===== src/logic/asc_pkg.sv =====
// Package with constants and carrier types of the static memory host controller
package asc_pkg;
    localparam int ASC_ADDR_W = 16;
    localparam int ASC_DATA_W = 16;
    localparam int ASC_CLK_PERIOD_NS = 10;
    // Device timing figures, nanoseconds
    localparam int ASC_T_ACCESS_NS = 20;
    localparam int ASC_T_WP_NS = 12;
    localparam int ASC_T_WHZ_NS = 8;
    localparam int ASC_T_DW_NS = 9;
    localparam int ASC_T_SETUP_NS = 0;
    localparam int ASC_T_TURN_NS = 8;
    // Least times round up to whole cycles, never below one
    localparam int ASC_RD_CYC = (ASC_T_ACCESS_NS + ASC_CLK_PERIOD_NS - 1) / ASC_CLK_PERIOD_NS + 1;
    localparam int ASC_WP_PLAIN = (ASC_T_WP_NS + ASC_CLK_PERIOD_NS - 1) / ASC_CLK_PERIOD_NS;
    localparam int ASC_WP_OE_LOW = (ASC_T_WHZ_NS + ASC_T_DW_NS + ASC_CLK_PERIOD_NS - 1) / ASC_CLK_PERIOD_NS;
    localparam int ASC_WP_CYC = (ASC_WP_OE_LOW > ASC_WP_PLAIN) ? ASC_WP_OE_LOW : ASC_WP_PLAIN;
    localparam int ASC_TURN_CYC = (ASC_T_TURN_NS + ASC_CLK_PERIOD_NS - 1) / ASC_CLK_PERIOD_NS;
    localparam int ASC_CNT_W = 4;
    localparam logic [ASC_CNT_W-1:0] ASC_CNT_ZERO = 4'h0;

    typedef struct packed {
        logic [ASC_ADDR_W-1:0] word_address;
        logic [ASC_DATA_W-1:0] wdata;
        logic upper_lane;
        logic lower_lane;
        logic write;
    } asc_req_t;

    typedef struct packed {
        logic select_n;
        logic write_strobe_n;
        logic drive_enable_n;
        logic upper_lane_enable_n;
        logic lower_lane_enable_n;
        logic [ASC_ADDR_W-1:0] word_address;
    } asc_pins_t;

    localparam asc_pins_t ASC_PINS_IDLE = '{select_n: 1'b1, write_strobe_n: 1'b1, drive_enable_n: 1'b1,
        upper_lane_enable_n: 1'b1, lower_lane_enable_n: 1'b1, word_address: 16'h0000};
endpackage


===== src/logic/asc_host.sv =====
// Host controller that reads and writes an asynchronous 64K x 16 static memory
// Notes on behaviour
// The memory holds 65536 words of 16 bits, upper byte on data lines 15..8, lower on 7..0.
// The memory needs no clock or refresh; only pin levels and edges matter to it.
// With select high the memory floats both lanes and ignores every other control.
// A read drives each lane whose lane enable is low when select and drive enable are low, strobe high.
// A write takes only lanes whose enable is low, whatever the drive enable does.
// Both lanes float when drive enable and strobe are high, or when both lane enables are high.
// A write lasts only while select, strobe and one lane enable are all low together.
// With drive enable low during a strobe write the pulse covers turn-off delay plus data set-up.
// The host never drives data lines while the memory drives them.
// Select or lane enables falling with or after the strobe keep the memory outputs off.
// The address is valid no later than the last falling select or lane enable of a read.
// The strobe stays high outside writes and the address moves only outside a write overlap.
`timescale 1ns/1ns
module asc_host #(
    parameter int RD_CYC = asc_pkg::ASC_RD_CYC,
    parameter int WP_CYC = asc_pkg::ASC_WP_CYC,
    parameter int TURN_CYC = asc_pkg::ASC_TURN_CYC
) (
    input wire logic ref_clk_i,
    input wire logic reset_i,
    input wire asc_pkg::asc_req_t req_i,
    input wire logic req_valid_i,
    output logic req_ready_o,
    output logic [asc_pkg::ASC_DATA_W-1:0] rdata_o,
    output logic rdata_valid_o,
    output asc_pkg::asc_pins_t pins_o,
    input wire logic [asc_pkg::ASC_DATA_W-1:0] data_lines_i,
    output logic [asc_pkg::ASC_DATA_W-1:0] data_lines_o,
    output logic [asc_pkg::ASC_DATA_W-1:0] data_lines_oe_o
);
    import asc_pkg::*;

    typedef enum logic [2:0] {
        ST_IDLE = 3'b000,
        ST_READ = 3'b001,
        ST_WSETUP = 3'b010,
        ST_WPULSE = 3'b011,
        ST_WHOLD = 3'b100,
        ST_TURN = 3'b101
    } asc_state_t;

    typedef struct packed {
        asc_state_t state;
        logic [ASC_CNT_W-1:0] cnt;
        asc_pins_t pins;
        logic [ASC_DATA_W-1:0] wdata;
        logic drive;
        logic [ASC_DATA_W-1:0] rdata;
        logic rvalid;
    } asc_host_st_t;

    asc_host_st_t st_r;
    asc_host_st_t st_nxt;
    logic [ASC_DATA_W-1:0] data_sync;

    // Pins come back asynchronously, so read data passes two flops first
    asc_sync #(
        .WIDTH(ASC_DATA_W)
    ) u_sync (
        .ref_clk_i(ref_clk_i),
        .reset_i(reset_i),
        .async_i(data_lines_i),
        .sync_o(data_sync)
    );

    localparam logic [ASC_CNT_W-1:0] RD_LAST = ASC_CNT_W'(RD_CYC + 1);
    localparam logic [ASC_CNT_W-1:0] WP_LAST = ASC_CNT_W'(WP_CYC - 1);
    localparam logic [ASC_CNT_W-1:0] TURN_LAST = ASC_CNT_W'(TURN_CYC - 1);

    always_comb begin
        st_nxt = st_r;
        st_nxt.rvalid = 1'b0;
        unique case (st_r.state)
            ST_IDLE: begin
                st_nxt.pins = ASC_PINS_IDLE;
                st_nxt.pins.word_address = st_r.pins.word_address;
                st_nxt.drive = 1'b0;
                st_nxt.cnt = ASC_CNT_ZERO;
                if (req_valid_i && (req_i.upper_lane || req_i.lower_lane)) begin
                    // Address and controls move in the same edge; select and lane enables fall together
                    st_nxt.pins.word_address = req_i.word_address;
                    st_nxt.pins.select_n = 1'b0;
                    if (req_i.write) begin
                        // Outputs held off first so no read can start before the strobe
                        st_nxt.pins.drive_enable_n = 1'b1;
                        st_nxt.wdata = req_i.wdata;
                        st_nxt.state = ST_WSETUP;
                    end else begin
                        st_nxt.pins.drive_enable_n = 1'b0;
                        st_nxt.pins.upper_lane_enable_n = ~req_i.upper_lane;
                        st_nxt.pins.lower_lane_enable_n = ~req_i.lower_lane;
                        st_nxt.state = ST_READ;
                    end
                    st_nxt.pins.upper_lane_enable_n = ~req_i.upper_lane;
                    st_nxt.pins.lower_lane_enable_n = ~req_i.lower_lane;
                end
            end
            ST_READ: begin
                // Wait access time plus the synchroniser depth
                st_nxt.cnt = st_r.cnt + 1'b1;
                if (st_r.cnt == RD_LAST) begin
                    st_nxt.rdata = data_sync;
                    st_nxt.rvalid = 1'b1;
                    st_nxt.pins.select_n = 1'b1;
                    st_nxt.pins.drive_enable_n = 1'b1;
                    st_nxt.cnt = ASC_CNT_ZERO;
                    st_nxt.state = ST_TURN;
                end
            end
            ST_WSETUP: begin
                // Memory is not driving: drive enable high since the request
                st_nxt.drive = 1'b1;
                st_nxt.pins.write_strobe_n = 1'b0;
                st_nxt.cnt = ASC_CNT_ZERO;
                st_nxt.state = ST_WPULSE;
            end
            ST_WPULSE: begin
                st_nxt.cnt = st_r.cnt + 1'b1;
                if (st_r.cnt == WP_LAST) begin
                    st_nxt.pins.write_strobe_n = 1'b1;
                    st_nxt.state = ST_WHOLD;
                end
            end
            ST_WHOLD: begin
                // Data and address stay one cycle past the strobe rise
                st_nxt.drive = 1'b0;
                st_nxt.pins.select_n = 1'b1;
                st_nxt.pins.upper_lane_enable_n = 1'b1;
                st_nxt.pins.lower_lane_enable_n = 1'b1;
                st_nxt.cnt = ASC_CNT_ZERO;
                st_nxt.state = ST_IDLE;
            end
            ST_TURN: begin
                // Lets the memory drivers release before the next write drives the lines
                st_nxt.cnt = st_r.cnt + 1'b1;
                if (st_r.cnt == TURN_LAST) begin
                    st_nxt.pins.upper_lane_enable_n = 1'b1;
                    st_nxt.pins.lower_lane_enable_n = 1'b1;
                    st_nxt.cnt = ASC_CNT_ZERO;
                    st_nxt.state = ST_IDLE;
                end
            end
            default: begin
                st_nxt.state = ST_IDLE;
            end
        endcase
    end

    always_ff @(posedge ref_clk_i) begin
        if (reset_i) begin
            st_r <= '{state: ST_IDLE, cnt: ASC_CNT_ZERO, pins: ASC_PINS_IDLE, wdata: '0, drive: 1'b0,
                      rdata: '0, rvalid: 1'b0};
        end else begin
            st_r <= st_nxt;
        end
    end

    assign req_ready_o = (st_r.state == ST_IDLE);
    assign pins_o = st_r.pins;
    assign rdata_o = st_r.rdata;
    assign rdata_valid_o = st_r.rvalid;
    assign data_lines_o = st_r.wdata;
    // Lane drive follows the lane enables so an unwritten byte lane stays free
    assign data_lines_oe_o = {{8{st_r.drive & ~st_r.pins.upper_lane_enable_n}},
                              {8{st_r.drive & ~st_r.pins.lower_lane_enable_n}}};
endmodule


===== src/logic/asc_sync.sv =====
// Two-stage synchroniser for the data lines read back from the memory
`timescale 1ns/1ns
module asc_sync #(
    parameter int WIDTH = 16
) (
    input wire logic ref_clk_i,
    input wire logic reset_i,
    input wire logic [WIDTH-1:0] async_i,
    output logic [WIDTH-1:0] sync_o
);
    typedef struct packed {
        logic [WIDTH-1:0] meta;
        logic [WIDTH-1:0] stable;
    } asc_sync_st_t;

    asc_sync_st_t st_r;
    asc_sync_st_t st_nxt;

    always_comb begin
        st_nxt.meta = async_i;
        st_nxt.stable = st_r.meta;
    end

    always_ff @(posedge ref_clk_i) begin
        if (reset_i) begin
            st_r <= '0;
        end else begin
            st_r <= st_nxt;
        end
    end

    assign sync_o = st_r.stable;
endmodule


===== config.mk =====
export PLATFORM = sky130hd
export DESIGN_NAME = asc_host
export DESIGN_NICKNAME = d
export VERILOG_FILES = /design/src/logic/asc_pkg.sv /design/src/logic/asc_host.sv /design/src/logic/asc_sync.sv
export SDC_FILE = /design/constraint.sdc
export NUM_CORES = 1
export LEC_CHECK = 0
export ABC_AREA = 0
export BUFFER_PORTS_ARGS = -buffer_cell sky130_fd_sc_hd__buf_2
export CAP_MARGIN = 30
export CORE_MARGIN = 1.5
export CORE_UTILIZATION = 40
export CTS_CLUSTER_SIZE = 12
export DETAILED_ROUTE_END_ITERATION = 10
export HOLD_SLACK_MARGIN = 0.08
export PLACE_DENSITY = 0.68
export SLEW_MARGIN = 25
export SYNTH_ARGS = -nofsm -noshare
export SYNTH_HDL_FRONTEND = slang
export SYNTH_SLANG_ARGS = --single-unit

===== constraint.sdc =====
create_clock -name ref_clk_i -period 1.57 [get_ports ref_clk_i]
set_clock_uncertainty 0.2 [all_clocks]
set_input_delay 0.157 -clock ref_clk_i [delete_from_list [all_inputs] [get_ports ref_clk_i]]
set_output_delay 0.157 -clock ref_clk_i [all_outputs]
set_load 0.005 [all_outputs]

# Word-level counts from Yosys, hierarchy flattened
# Cells that the tools add are included.
[totals] in_bits=54 regBits=94 output_inout_bits=71
[classes] addsub=1 eq_ne=11 n_reduce_logical=21 n_mux=20 bitwise_logic=7
[ops] operator="$mux 35" n=1
[ops] operator="$mux 16" n=1
[ops] operator="$pmux 4 s4" n=1
[ops] operator="$pmux 3 s5" n=1
[ops] operator="$reduce_and 2->1" n=6
[ops] operator="$reduce_bool 3->1" n=3
[ops] operator="$mux 8" n=1
[ops] operator="$mux 7" n=1
[ops] operator="$eq 3x2->1 const B" n=2
[ops] operator="$eq 3x3->1 const B" n=2
[ops] operator="$mux 3" n=2
[ops] operator="$ne 2x2->1 const B" n=3
[ops] operator="$pmux 1 s3" n=2
[ops] operator="$pmux 2 s3" n=1
[ops] operator="$mux 1" n=5
[ops] operator="$not 1->1" n=5
[ops] operator="$add 4x1->4 const B" n=1
[ops] operator="$eq 4x1->1 const B" n=1
[ops] operator="$eq 4x3->1 const B" n=1
[ops] operator="$logic_not 4->1" n=1
[ops] operator="$mux 2" n=2
[ops] operator="$pmux 1 s2" n=2
[ops] operator="$reduce_and 4->1" n=1
[ops] operator="$reduce_bool 2->1" n=2
[ops] operator="other kinds (10)" n=12

# Longest topological paths before layout
# Gate-level depths: netlist of the first run.
[depth] ltp_word=4 mapped_depth=7 mapped_depth_nobuf=6

# Modules after synthesis
# From an unflattened synthesis of the first run, not the netlist that was laid out.
[hier_totals] hier_cells=439 hier_area_um2=3828.7
[modules_own_cells] mod="asc_host" instances=1 seq_area_each_um2=1241.2 cells_each=372 area_each_um2=2965.3
[modules_own_cells] mod="asc_sync" instances=1 seq_area_each_um2=640.6 cells_each=67 area_each_um2=863.3

# Worst setup path after synthesis of the first run
# OpenSTA, ideal clock, no wires.
[synth_timing] kind="register -> register" start="register st_r[55] (netlist name)" end="register st_r (netlist bit rdata_o[0])" arrival_ns=1.460 setup_slack_ns=-0.160 path_buffers=1 t_required_ns=1.300 period_less_slack_ns=1.730 path_stages_with_launch=8 setup_ns=0.070 path_cell_list="dfxtp_1 > inv_1 > ha_1 > nand3b_4 > nor4b_4 > buf_6 > nand2_1 > a21oi_1"
[synth_between] elab_chain_len=2
[synth_rtl] element="from (decl)" line="asc_host.sv:54" source="asc_host_st_t st_r;"
[synth_rtl] element="from (signal assigned)" line="asc_host.sv:153" source="st_r <= '{state: ST_IDLE, cnt: ASC_CNT_ZERO, pins: ASC_PINS_IDLE, wdata: '0, drive: 1'b0,"
[synth_rtl] element="from (signal assigned)" line="asc_host.sv:156" source="st_r <= st_nxt;"
[synth_rtl] element="$eq 4x3->1" line="asc_host.sv:103" source="if (st_r.cnt == RD_LAST) begin"
[synth_rtl] element="$reduce_and 2->1 (no line)"
# Every way passes these cells.
# A chain may end at the register's enable or synchronous reset.

# Final worst setup path of the first run
[layout_timing] start="register st_r[56] (netlist name)" end="register st_r (netlist bit rdata_o[5])"
# Same word-level chain as after synthesis.

==> impl_metrics.py, run 1 <==
metrics = {
    "logic_synthesis": {
        "ys_ff_latch": 94,
        "netlist_instances": 443,
        "ys_seq_area_frac": 0.480,
        "synth_top_flop_cell": "dfxtp_1",
        "synth_edf_count": 0,
        "synthDistinctLibCells": 41,
        "avgSynthCellArea_um2": 8.85,
        "yosysWarnings": 0,
        "synthArstFlopShare": 0,
        "syn-cell-area_mm2": 0.00392,
        "syn-num-nets": 500,
    },
    "job": {
        "maxCapViolations": 0,
    },
    "timing": {
        "hold_viol_final": 0,
        "fin_setup_tns_ns": -1.46,
        "worst_slack_ns": -0.124,
        "worst_slew_pin_slew_ns": 0.312,
        "finalCriticalPeriod_ns": 1.69,
        "relSlewSlack": 0.792,
        "fmax_mhz": 590,
        "finalSetupViolCount": 19,
        "whs_ns": 0.139,
        "rsz0062_at_grt": "yes",
        "slew_viol_final": 0,
        "period_share": 1.08,
    },
    "place": {
        "pre_cts_slack_ns": -0.0516,
        "port_buffers": 124,
        "placedInstanceArea_mm2": 0.00428,
        "gp_congestion": 0.838,
        "dp_hpwl_um": 5340,
    },
    "layout": {
        "diodes": 0,
        "utilization": 0.590,
        "syn2layout_area_growth_pct": 41.0,
        "drive_gt1_frac": 0.445,
        "n_fill_cell": 803,
        "final_area_mm2": 0.00553,
        "layout.nets": 629,
    },
    "detailed_routing": {
        "drt-total-wl_um": 9600,
        "ant_nets": 0,
        "vias": 3285,
        "route.detailed.drc": 0,
        "wire_per_inst_um": 13.6,
        "firstDrtPassIters": 4,
        "viasPerCell": 4.65,
        "drt_iter0_markers": 139,
    },
    "critical_path": {
        "crit_path_max_incr_delay_ns": 0.34,
        "cp_slowest_cell": "dfxtp_2",
        "end_kind": "register",
        "path_class": "reg2reg",
        "cp_top_family": "buffers and inverters",
        "critPathBufInv": 3,
        "startpoint_type": "register",
        "crit_required_ns": 1.66,
        "worstPathArrival_ns": 1.79,
        "critPathMaxFanout": 8,
        "cp_cell_sequence": "inv_2 > ha_4 > nand3b_4 > nor4b_4 > buf_4 > clkbuf_16 > nand2_4 > a21oi_2",
    },
    "global_routing": {
        "track_usage": 0.158,
        "grt_pass1_vias": 2951,
        "grt_start_max_net_pins": 60,
        "grt_pass1_wl_um": 12900,
        "antenna_found_initial": 0,
        "gr-total-overflow": 0,
    },
    "floorplan": {
        "die_w_um": 102,
        "pin_count": 125,
        "rows": 35,
        "die_height_um": 102,
        "initial_core_util": 0.418,
        "fp.dieArea_mm2": 0.0104,
        "core_mm2": 0.00937,
    },
    "power_and_ir_drop": {
        "p_per_area_mw_per_mm2": 898,
        "power_leakage_nw": 2.41,
        "ir_drop_v": 0.000496,
    },
    "clock_tree": {
        "clockRootBuffer": "clkbuf_8",
        "clock-sinks": 94,
        "cts_buffer_depth": 2,
        "cts_tree": "built",
        "clk_pin_slew_ns": 0.10,
        "cts_made_buffers": 9,
        "htree_levels": 3,
        "clk_latency_ns": 0.36,
    },
    "hold_path": {
        "min-delay-path-class": "in2reg",
    },
    "run_status": {
        "failed_checks": "negative setup slack",
        "run_status": "complete, but fails checks",
    },
}
[area by class of cell]
cell class	count	area (um^2)	share of cell area
clock inverter	7	75.1	0.0136
timing repair buffer	211	1530	0.276
sequential	94	1890	0.342
tap	129	161	0.0292
clock buffer	9	124	0.0224
multi-input combinational	250	1730	0.312
inverter	6	22.5	0.00407
[synth_stat cells, types with 4 or more instances]
master	n	area [um^2]
a21oi_1	54	270
buf_4	73	548
buf_6	5	56.3
clkbuf_1	9	33.8
dfxtp_1	94	1880
inv_1	6	22.5
nand2_1	86	323
nand3_1	18	90.1
nor2_1	10	37.5
nor2b_1	35	219
o21ai_0	6	30.0
o21bai_1	4	30.0
[through the flow]
step                      power, mW  cells
after floorplan                2.99    443
after global placement         3.15    629
after detailed placement       3.17    629
after CTS                      4.84    696
after global routing           5.21    706
final                          4.97    706
[routing by layer]
layer  vias to the layer above  GRT usage  share of wire
li1                       1629          -              -
met1                      1525      0.177           0.41
met2                       108      0.279           0.52
met3                        23     0.0376          0.046
met4                         0     0.0811          0.023
met5                         -          0              0
[worst register-to-register path: cells and delay by family (launching register included)]
| kind | cells | cell delay (ns) |
|---|---|---|
| compound gates | 1 | 0.12 |
| fa+ha+maj | 1 | 0.16 |
| buf+inv | 3 | 0.43 |
| flops | 1 | 0.34 |
| simple gates | 3 | 0.39 |
[worst paths after layout]
path                    start    endpoint  cells after the start  slack [ns]
max                  st_r[56]  rdata_o[5]                      8       -0.12
min reg2reg  u_sync.sync_o[9]  rdata_o[9]                      2        0.24
min               req_valid_i  pins_o[17]                      4        0.14
max reg2reg          st_r[56]  rdata_o[5]                      8       -0.12
[timing repair]
action                     in CTS  in global routing
setup endpoints to repair      61                 72
buffers inserted                0                  6
gates resized for setup        10                 90
hold endpoints to repair       64                  0
pin swaps                       3                 39
gates cloned                    0                  4
hold buffers                   52                  0
[layout by cell type (no fill, tap or decap), types with 2 or more instances in the layout]
cell type | Yosys | final
nor2b_1 | 35 | 33
ha_1 | 3 | 2
nor2b_4 | 0 | 2
xor2_1 | 2 | 2
o21bai_1 | 4 | 4
nor2_1 | 10 | 8
nand2_2 | 0 | 5
buf_6 | 5 | 3
nand3_1 | 18 | 6
o21ai_0 | 6 | 3
xnor2_1 | 2 | 2
clkbuf_16 | 0 | 3
nand2_4 | 0 | 9
dfxtp_1 | 94 | 89
inv_2 | 0 | 2
buf_12 | 0 | 4
inv_8 | 0 | 3
nand3_4 | 0 | 7
buf_4 | 73 | 25
clkbuf_8 | 0 | 9
a21o_1 | 3 | 3
dfxtp_2 | 0 | 4
and3_1 | 2 | 2
buf_2 | 3 | 123
o21ai_1 | 0 | 3
nand3_2 | 0 | 5
inv_1 | 6 | 4
nor3_1 | 2 | 2
a21oi_1 | 54 | 18
a21oi_2 | 0 | 36
dlygate4sd3_1 | 0 | 52
nand3b_1 | 2 | 2
nand2_1 | 86 | 72
[kinds of logic (layout without fill, tap and decap cells)]
family / after synthesis / count (layout) / synth area share
buf+inv: 99 / 233 / 0.179
fa+ha+maj: 3 / 3 / 0.00957
flops: 94 / 94 / 0.480
xor+xnor: 4 / 4 / 0.00894
simple gates: 166 / 166 / 0.213
compound gates: 77 / 77 / 0.110
[state kept, by name, summed over array words and instances, names as in the netlist]
name	count
u_sync.st_nxt	16
st_r	8
rdata_o	16
u_sync.sync_o	16
pins_o	21
rdata_valid_o	1
data_lines_o	16
[report_power, final]
part	internal, mW	switching [mW]
Sequential	2.49	0.0599
Combinational	0.444	0.398
Clock	0.631	0.940
Total	3.57	1.40
Power figures use the tool's default switching activity.
==> run 2: changes to the inputs <==
==> constraint.sdc (replaced) <==
create_clock -name ref_clk_i -period 1.38 [get_ports ref_clk_i]
set_clock_uncertainty 0.2 [all_clocks]
set_input_delay 0.138 -clock ref_clk_i [delete_from_list [all_inputs] [get_ports ref_clk_i]]
set_output_delay 0.138 -clock ref_clk_i [all_outputs]
set_load 0.005 [all_outputs]
==> run 2 against run 1 <==
Effect of this change:
- the flow still finishes with violations (negative setup slack)
- count of clock-buffer cells in the layout stayed put
- critical path depth fell by 1
- total power up 19%
- hold slack lost 0.0060 ns
- cell area grew 7.0%
- die area unchanged
- non-clock buffer count up 13
- via count grew 3.5%
- critical endpoint is now rdata_o[13]
- first-iteration DRC count shrank 14%
- register-to-register slack worse by 0.10 ns
==> impl_metrics.py, run 2 (same netlist as run 1, synthesis figures left out) <==
metrics = {
    "timing": {
        "relSlewSlack": 0.745,
        "finalCriticalPeriod_ns": 1.61,
        "hold_viol_final": 0,
        "slew_viol_final": 0,
        "rsz0062_at_grt": "yes",
        "period_share": 1.17,
        "finalSetupViolCount": 78,
        "fmax_mhz": 622,
        "worst_slew_pin_slew_ns": 0.381,
        "worst_slack_ns": -0.229,
    },
    "layout": {
        "diodes": 0,
        "final_area_mm2": 0.00592,
        "layout_commonest_cell": "buf_2",
        "syn2layout_area_growth_pct": 50.9,
        "final_cells": 719,
        "largest_reg_flops": 21,
        "layout.nets": 642,
        "final_cell_mix": "buf_2, dfxtp_1, dlygate4sd3_1",
        "drive_gt1_frac": 0.519,
        "utilization": 0.631,
    },
    "power_and_ir_drop": {
        "pwr-share-seq": 0.497,
        "switchingPower_mw": 1.73,
        "p_clk_frac": 0.303,
        "p_per_area_mw_per_mm2": 998,
        "power_leakage_nw": 2.53,
        "pwr-share-comb": 0.200,
        "swShare": 0.294,
        "ir_drop_v": 0.000605,
        "p_int_mw": 4.17,
    },
    "place": {
        "placedInstanceArea_mm2": 0.00441,
        "port_buffers": 124,
        "gp_congestion": 0.842,
        "dp_hpwl_um": 5720,
        "place_inst": 633,
        "pre_cts_slack_ns": -0.204,
    },
    "detailed_routing": {
        "drt_iter0_markers": 119,
        "vias": 3400,
        "ant_nets": 0,
        "viasPerCell": 4.73,
        "drt-total-wl_um": 10800,
        "firstDrtPassIters": 4,
        "route.detailed.drc": 0,
        "wire_per_inst_um": 15.1,
    },
    "clock_tree": {
        "clk_latency_ns": 0.35,
        "clk_pin_slew_ns": 0.10,
        "cts_tree": "built",
        "htree_levels": 3,
        "cts_buffer_depth": 2,
        "clockRootBuffer": "clkbuf_8",
        "cts_made_buffers": 9,
        "clock-sinks": 94,
    },
    "global_routing": {
        "antenna_found_initial": 0,
        "grt_start_max_net_pins": 50,
        "grt_pass1_vias": 3231,
        "track_usage": 0.187,
        "grt_pass1_wl_um": 15300,
        "gr-total-overflow": 0,
    },
    "floorplan": {
        "die_w_um": 102,
        "core_mm2": 0.00937,
        "pin_count": 125,
        "fp.dieArea_mm2": 0.0104,
        "initial_core_util": 0.418,
        "die_height_um": 102,
        "rows": 35,
    },
    "job": {
        "maxCapViolations": 0,
    },
    "critical_path": {
        "worstPathArrival_ns": 1.70,
        "cp_cell_sequence": "inv_2 > ha_4 > nand3b_4 > nor4b_4 > buf_12 > nand2_1 > a21oi_2",
        "path_class": "reg2reg",
        "critPathMaxFanout": 16,
        "startpoint_type": "register",
        "cp_slowest_cell": "dfxtp_2",
        "crit_path_max_incr_delay_ns": 0.33,
        "crit_required_ns": 1.47,
        "end_kind": "register",
    },
    "run_status": {
        "failed_checks": "negative setup slack",
        "run_status": "complete, but fails checks",
    },
    "hold_path": {
        "min-delay-path-class": "in2reg",
    },
}
-- run 2: changes by cell type in the layout (fill, tap and decap cells not counted), sizes merged --
| cell | change |
|---|---|
| clkbuf | -3 |
| clkinv | +1 |
| dlygate4sd3 | +2 |
| buf | +14 |
| clkinvlp | +1 |
| inv | -2 |
-- run 2: layout make-up --
class                      count  area (um^2)
clock buffer                   9          124
clock inverter                 7         75.1
fill                         756         3460
inverter                       6         26.3
multi-input combinational    250         1970
sequential                    94         1900
tap                          129          161
timing repair buffer         224         1660
-- run 2: metal layers --
metal / GRT usage / wire (um) / vias up
li1: - / - / 1654
met1: 0.212 / 4370 / 1598
met2: 0.338 / 5660 / 125
met3: 0.0424 / 577 / 23
met4: 0.0748 / 239 / 0
met5: 0 / 0 / -
-- run 2: power groups by stage --
stage / Sequential (mW) / Clock (mW) / Combinational [mW]
4_1_cts: 2.90 / 1.83 / 1.04
3_3_place_gp: 2.96 / 0 / 0.668
3_5_place_dp: 2.96 / 0 / 0.687
6_report: 2.93 / 1.79 / 1.18
5_1_grt: 2.95 / 1.94 / 1.27
2_1_floorplan: 2.94 / 0 / 0.503
-- run 2: repair_timing --
action	in CTS	in global routing
endpoints found under the hold margin	54	1
setup buffers	7	9
resized for setup	62	103
endpoints found under the setup margin	78	78
hold buffers	53	1
gates cloned	5	0
pin swaps	28	69
-- run 2: final timing paths --
check / slack [ns] / end / start / cells after the start
max: -0.23 / rdata_o[13] / st_r[56] / 7
min: 0.13 / data_lines_o[9] / req_i[0] / 4
max reg2reg: -0.23 / rdata_o[13] / st_r[56] / 7
min reg2reg: 0.24 / u_sync.sync_o[0] / u_sync.st_nxt[0] / 1
-- run 2: worst max-delay path: cells and delay by family, from the launching register on --
kind | cells | cell delay, ns
buffers and inverters | 2 | 0.25
DFF | 1 | 0.33
adders and majority gates | 1 | 0.16
and+or+nand+nor | 3 | 0.48
AOI/OAI and AO/OA | 1 | 0.12
-- run 2: per-stage QoR --
| step | hold slack (ns) | TNS (ns) | power [mW] |
|---|---|---|---|
| finish | 0.133 | -7.88 | 5.91 |
| floorplan | 0.0662 | -5.65 | 3.44 |
| global placement | 0.147 | -5.02 | 3.62 |
| CTS | 0.0933 | -7.26 | 5.78 |
| global route | 0.122 | -13.71 | 6.15 |
| detailed placement | 0.151 | -7.36 | 3.65 |
==> run 3: changes to the inputs <==
--- a/config.mk
+++ b/config.mk
@@ -17,4 +17,5 @@
 export SLEW_MARGIN = 25
 export SYNTH_ARGS = -nofsm -noshare
 export SYNTH_HDL_FRONTEND = slang
+export SYNTH_HIERARCHICAL = 1
 export SYNTH_SLANG_ARGS = --single-unit
==> run 3 against run 2 <==
Effect of this change:
- sequential share of layout area grew 1.7 points
- count of clock-buffer cells in the layout is the same
- utilization shrank 2.2 points
- combinational power grew 6%
- the run still ends with negative setup slack left
- wire length shrank 11%
- cell area shrank 4.8%
- critical path type unchanged
- critical path depth shrank 2
- global-route usage shrank 1.1 points
- worst setup slack lost 0.0023 ns
==> impl_metrics.py, run 3 <==
metrics = {
    "run_status": {
        "run_status": "complete, but fails checks",
        "failed_checks": "negative setup slack",
    },
    "timing": {
        "hold_viol_final": 0,
        "fin_setup_tns_ns": -8.83,
        "relSlewSlack": 0.578,
        "finalSetupViolCount": 62,
        "finalCriticalPeriod_ns": 1.61,
        "worst_slack_ns": -0.231,
        "worst_slew_pin_slew_ns": 0.634,
        "period_share": 1.17,
        "slew_viol_final": 0,
        "rsz0062_at_grt": "yes",
        "fmax_mhz": 621,
    },
    "layout": {
        "syn2layout_area_growth_pct": 47.1,
        "layout_commonest_cell": "buf_2",
        "final_area_mm2": 0.00563,
        "drive_gt1_frac": 0.418,
        "final_cell_mix": "buf_2, dfxtp_1, nand2_1",
        "final_cells": 724,
        "largest_reg_flops": 21,
        "layout.nets": 647,
        "diodes": 0,
    },
    "logic_synthesis": {
        "synth_top_area_share": 0.492,
        "ys_top_cells_by_count": "dfxtp_1, nand2_1, buf_4, a21oi_1, nor2b_1",
        "synth_edf_count": 0,
        "synthTopCellsByArea": "dfxtp_1, buf_4, nand2_1",
        "synth_top_flop_cell": "dfxtp_1",
        "avgSynthCellArea_um2": 8.72,
        "synth_area_leader_cell": "dfxtp_1",
        "synthDistinctLibCells": 37,
        "yosysMostFrequentCell": "dfxtp_1",
        "yosysWarnings": 6,
        "ys_seq_area_frac": 0.492,
        "ys_ff_latch": 94,
        "synthArstFlopShare": 0,
        "syn-cell-area_mm2": 0.00383,
        "netlist_instances": 439,
        "syn-num-nets": 496,
    },
    "global_routing": {
        "track_usage": 0.175,
        "grt_start_max_net_pins": 49,
        "gr-total-overflow": 0,
        "antenna_found_initial": 0,
        "grt_pass1_wl_um": 14000,
        "grt_pass1_vias": 3108,
    },
    "floorplan": {
        "core_mm2": 0.00924,
        "die_height_um": 101,
        "die_w_um": 101,
        "initial_core_util": 0.414,
        "pin_count": 125,
        "rows": 35,
        "fp.dieArea_mm2": 0.0102,
    },
    "critical_path": {
        "end_kind": "register",
        "crit_path_max_incr_delay_ns": 0.38,
        "critPathBufInv": 1,
        "cp_top_family": "simple AND/OR/NAND/NOR gates",
        "crit_required_ns": 1.46,
        "worstPathArrival_ns": 1.69,
        "path_class": "reg2reg",
        "cp_slowest_cell": "dfxtp_4",
        "critPathMaxFanout": 6,
        "startpoint_type": "register",
        "cp_cell_sequence": "nor3_4 > and2_4 > clkbuf_16 > nand3_2 > a21oi_1",
    },
    "clock_tree": {
        "cts_buffer_depth": 2,
        "cts_made_buffers": 9,
        "clk_pin_slew_ns": 0.11,
        "cts_tree": "built",
        "clockRootBuffer": "clkbuf_8",
        "htree_levels": 3,
        "clk_latency_ns": 0.35,
        "clock-sinks": 94,
    },
    "power_and_ir_drop": {
        "power_leakage_nw": 2.42,
        "p_per_area_mw_per_mm2": 1060,
        "p_clk_frac": 0.300,
        "swShare": 0.287,
        "pwr-share-comb": 0.209,
        "ir_drop_v": 0.000563,
        "switchingPower_mw": 1.72,
        "pwr-share-seq": 0.492,
        "p_int_mw": 4.26,
    },
    "detailed_routing": {
        "wire_per_inst_um": 13.4,
        "vias": 3301,
        "firstDrtPassIters": 4,
        "drt-total-wl_um": 9680,
        "route.detailed.drc": 0,
        "drt_iter0_markers": 56,
        "viasPerCell": 4.56,
        "ant_nets": 0,
    },
    "place": {
        "dp_hpwl_um": 5410,
        "port_buffers": 124,
        "pre_cts_slack_ns": -0.242,
        "gp_congestion": 0.896,
        "place_inst": 630,
        "placedInstanceArea_mm2": 0.00436,
    },
    "hold_path": {
        "min-delay-path-class": "in2reg",
    },
    "job": {
        "maxCapViolations": 0,
    },
}
-- run 3: cell count changes in the layout (fill, tap and decap cells not counted), moves of 3 or more --
cell,change
nand2_2,+4
buf_4,-3
dfxtp_1,-3
a21oi_2,-27
a21o_1,-3
buf_6,-5
nand2_4,-30
a21oi_1,+32
dfxtp_2,+3
clkbuf_16,+4
nand2_1,+26
dlygate4sd3_1,+14
-- run 3: final cells by class --
type	count	area, um^2
clock buffer	9	124
clock inverter	7	75.1
fill	769	3610
tap	129	161
sequential	94	1900
timing repair buffer	232	1770
inverter	6	25.0
multi-input combinational	247	1570
-- run 3: worst min-delay path: cells and delay by family --
| family | cells | cell delay (ns) |
|---|---|---|
| buffers and inverters | 2 | 0.32 |
| AND/OR/NAND/NOR | 1 | 0.12 |
-- run 3: what timing repair did --
item / in CTS / in global routing
gates resized for setup: 29 / 38
setup endpoints to repair: 78 / 92
setup buffers: 3 / 1
hold buffers: 70 / 6
pin swaps: 8 / 13
cloned: 0 / 5
hold endpoints to repair: 74 / 11
-- run 3: layer usage --
metal,global-route usage,wire (um),up-vias
li1,-,-,1670
met1,0.193,4060,1500
met2,0.322,4930,112
met3,0.0388,479,19
met4,0.0780,210,0
met5,0,0,-
-- run 3: power groups by stage --
stage | sequential, mW | clock, mW | combinational (mW)
final | 2.94 | 1.79 | 1.25
after global routing | 2.95 | 1.97 | 1.35
after CTS | 2.93 | 1.86 | 1.05
after detailed placement | 2.99 | 0 | 0.841
after global placement | 2.98 | 0 | 0.825
after floorplan | 2.97 | 0 | 0.597
-- run 3: per-stage QoR --
stage / hold slack (ns) / utilization / power (mW)
4_1_cts: -0.0286 / 0.581 / 5.84
6_report: 0.0565 / 0.609 / 5.97
2_1_floorplan: 0.00961 / - / 3.56
5_1_grt: 0.0857 / 0.609 / 6.27
3_5_place_dp: 0.150 / 0.472 / 3.83
3_3_place_gp: 0.145 / 0.472 / 3.81
-- run 3: final timing paths --
check	startpoint	end	slack [ns]	cells after the start
min reg2reg	u_sync/sync_o[8]	rdata_o[8]	0.23	2
max reg2reg	st_r[60]	data_lines_o[13]	-0.23	5
min	reset_i	u_sync/st_nxt[7]	0.06	3
max	st_r[60]	data_lines_o[13]	-0.23	5
-- run 3: kinds of logic after synthesis --
family / share of synthesized area
simple gates: 0.206
buf+inv: 0.174
flops: 0.492
compound gates: 0.110
xor+xnor: 0.00915
fa+ha+maj: 0.00980
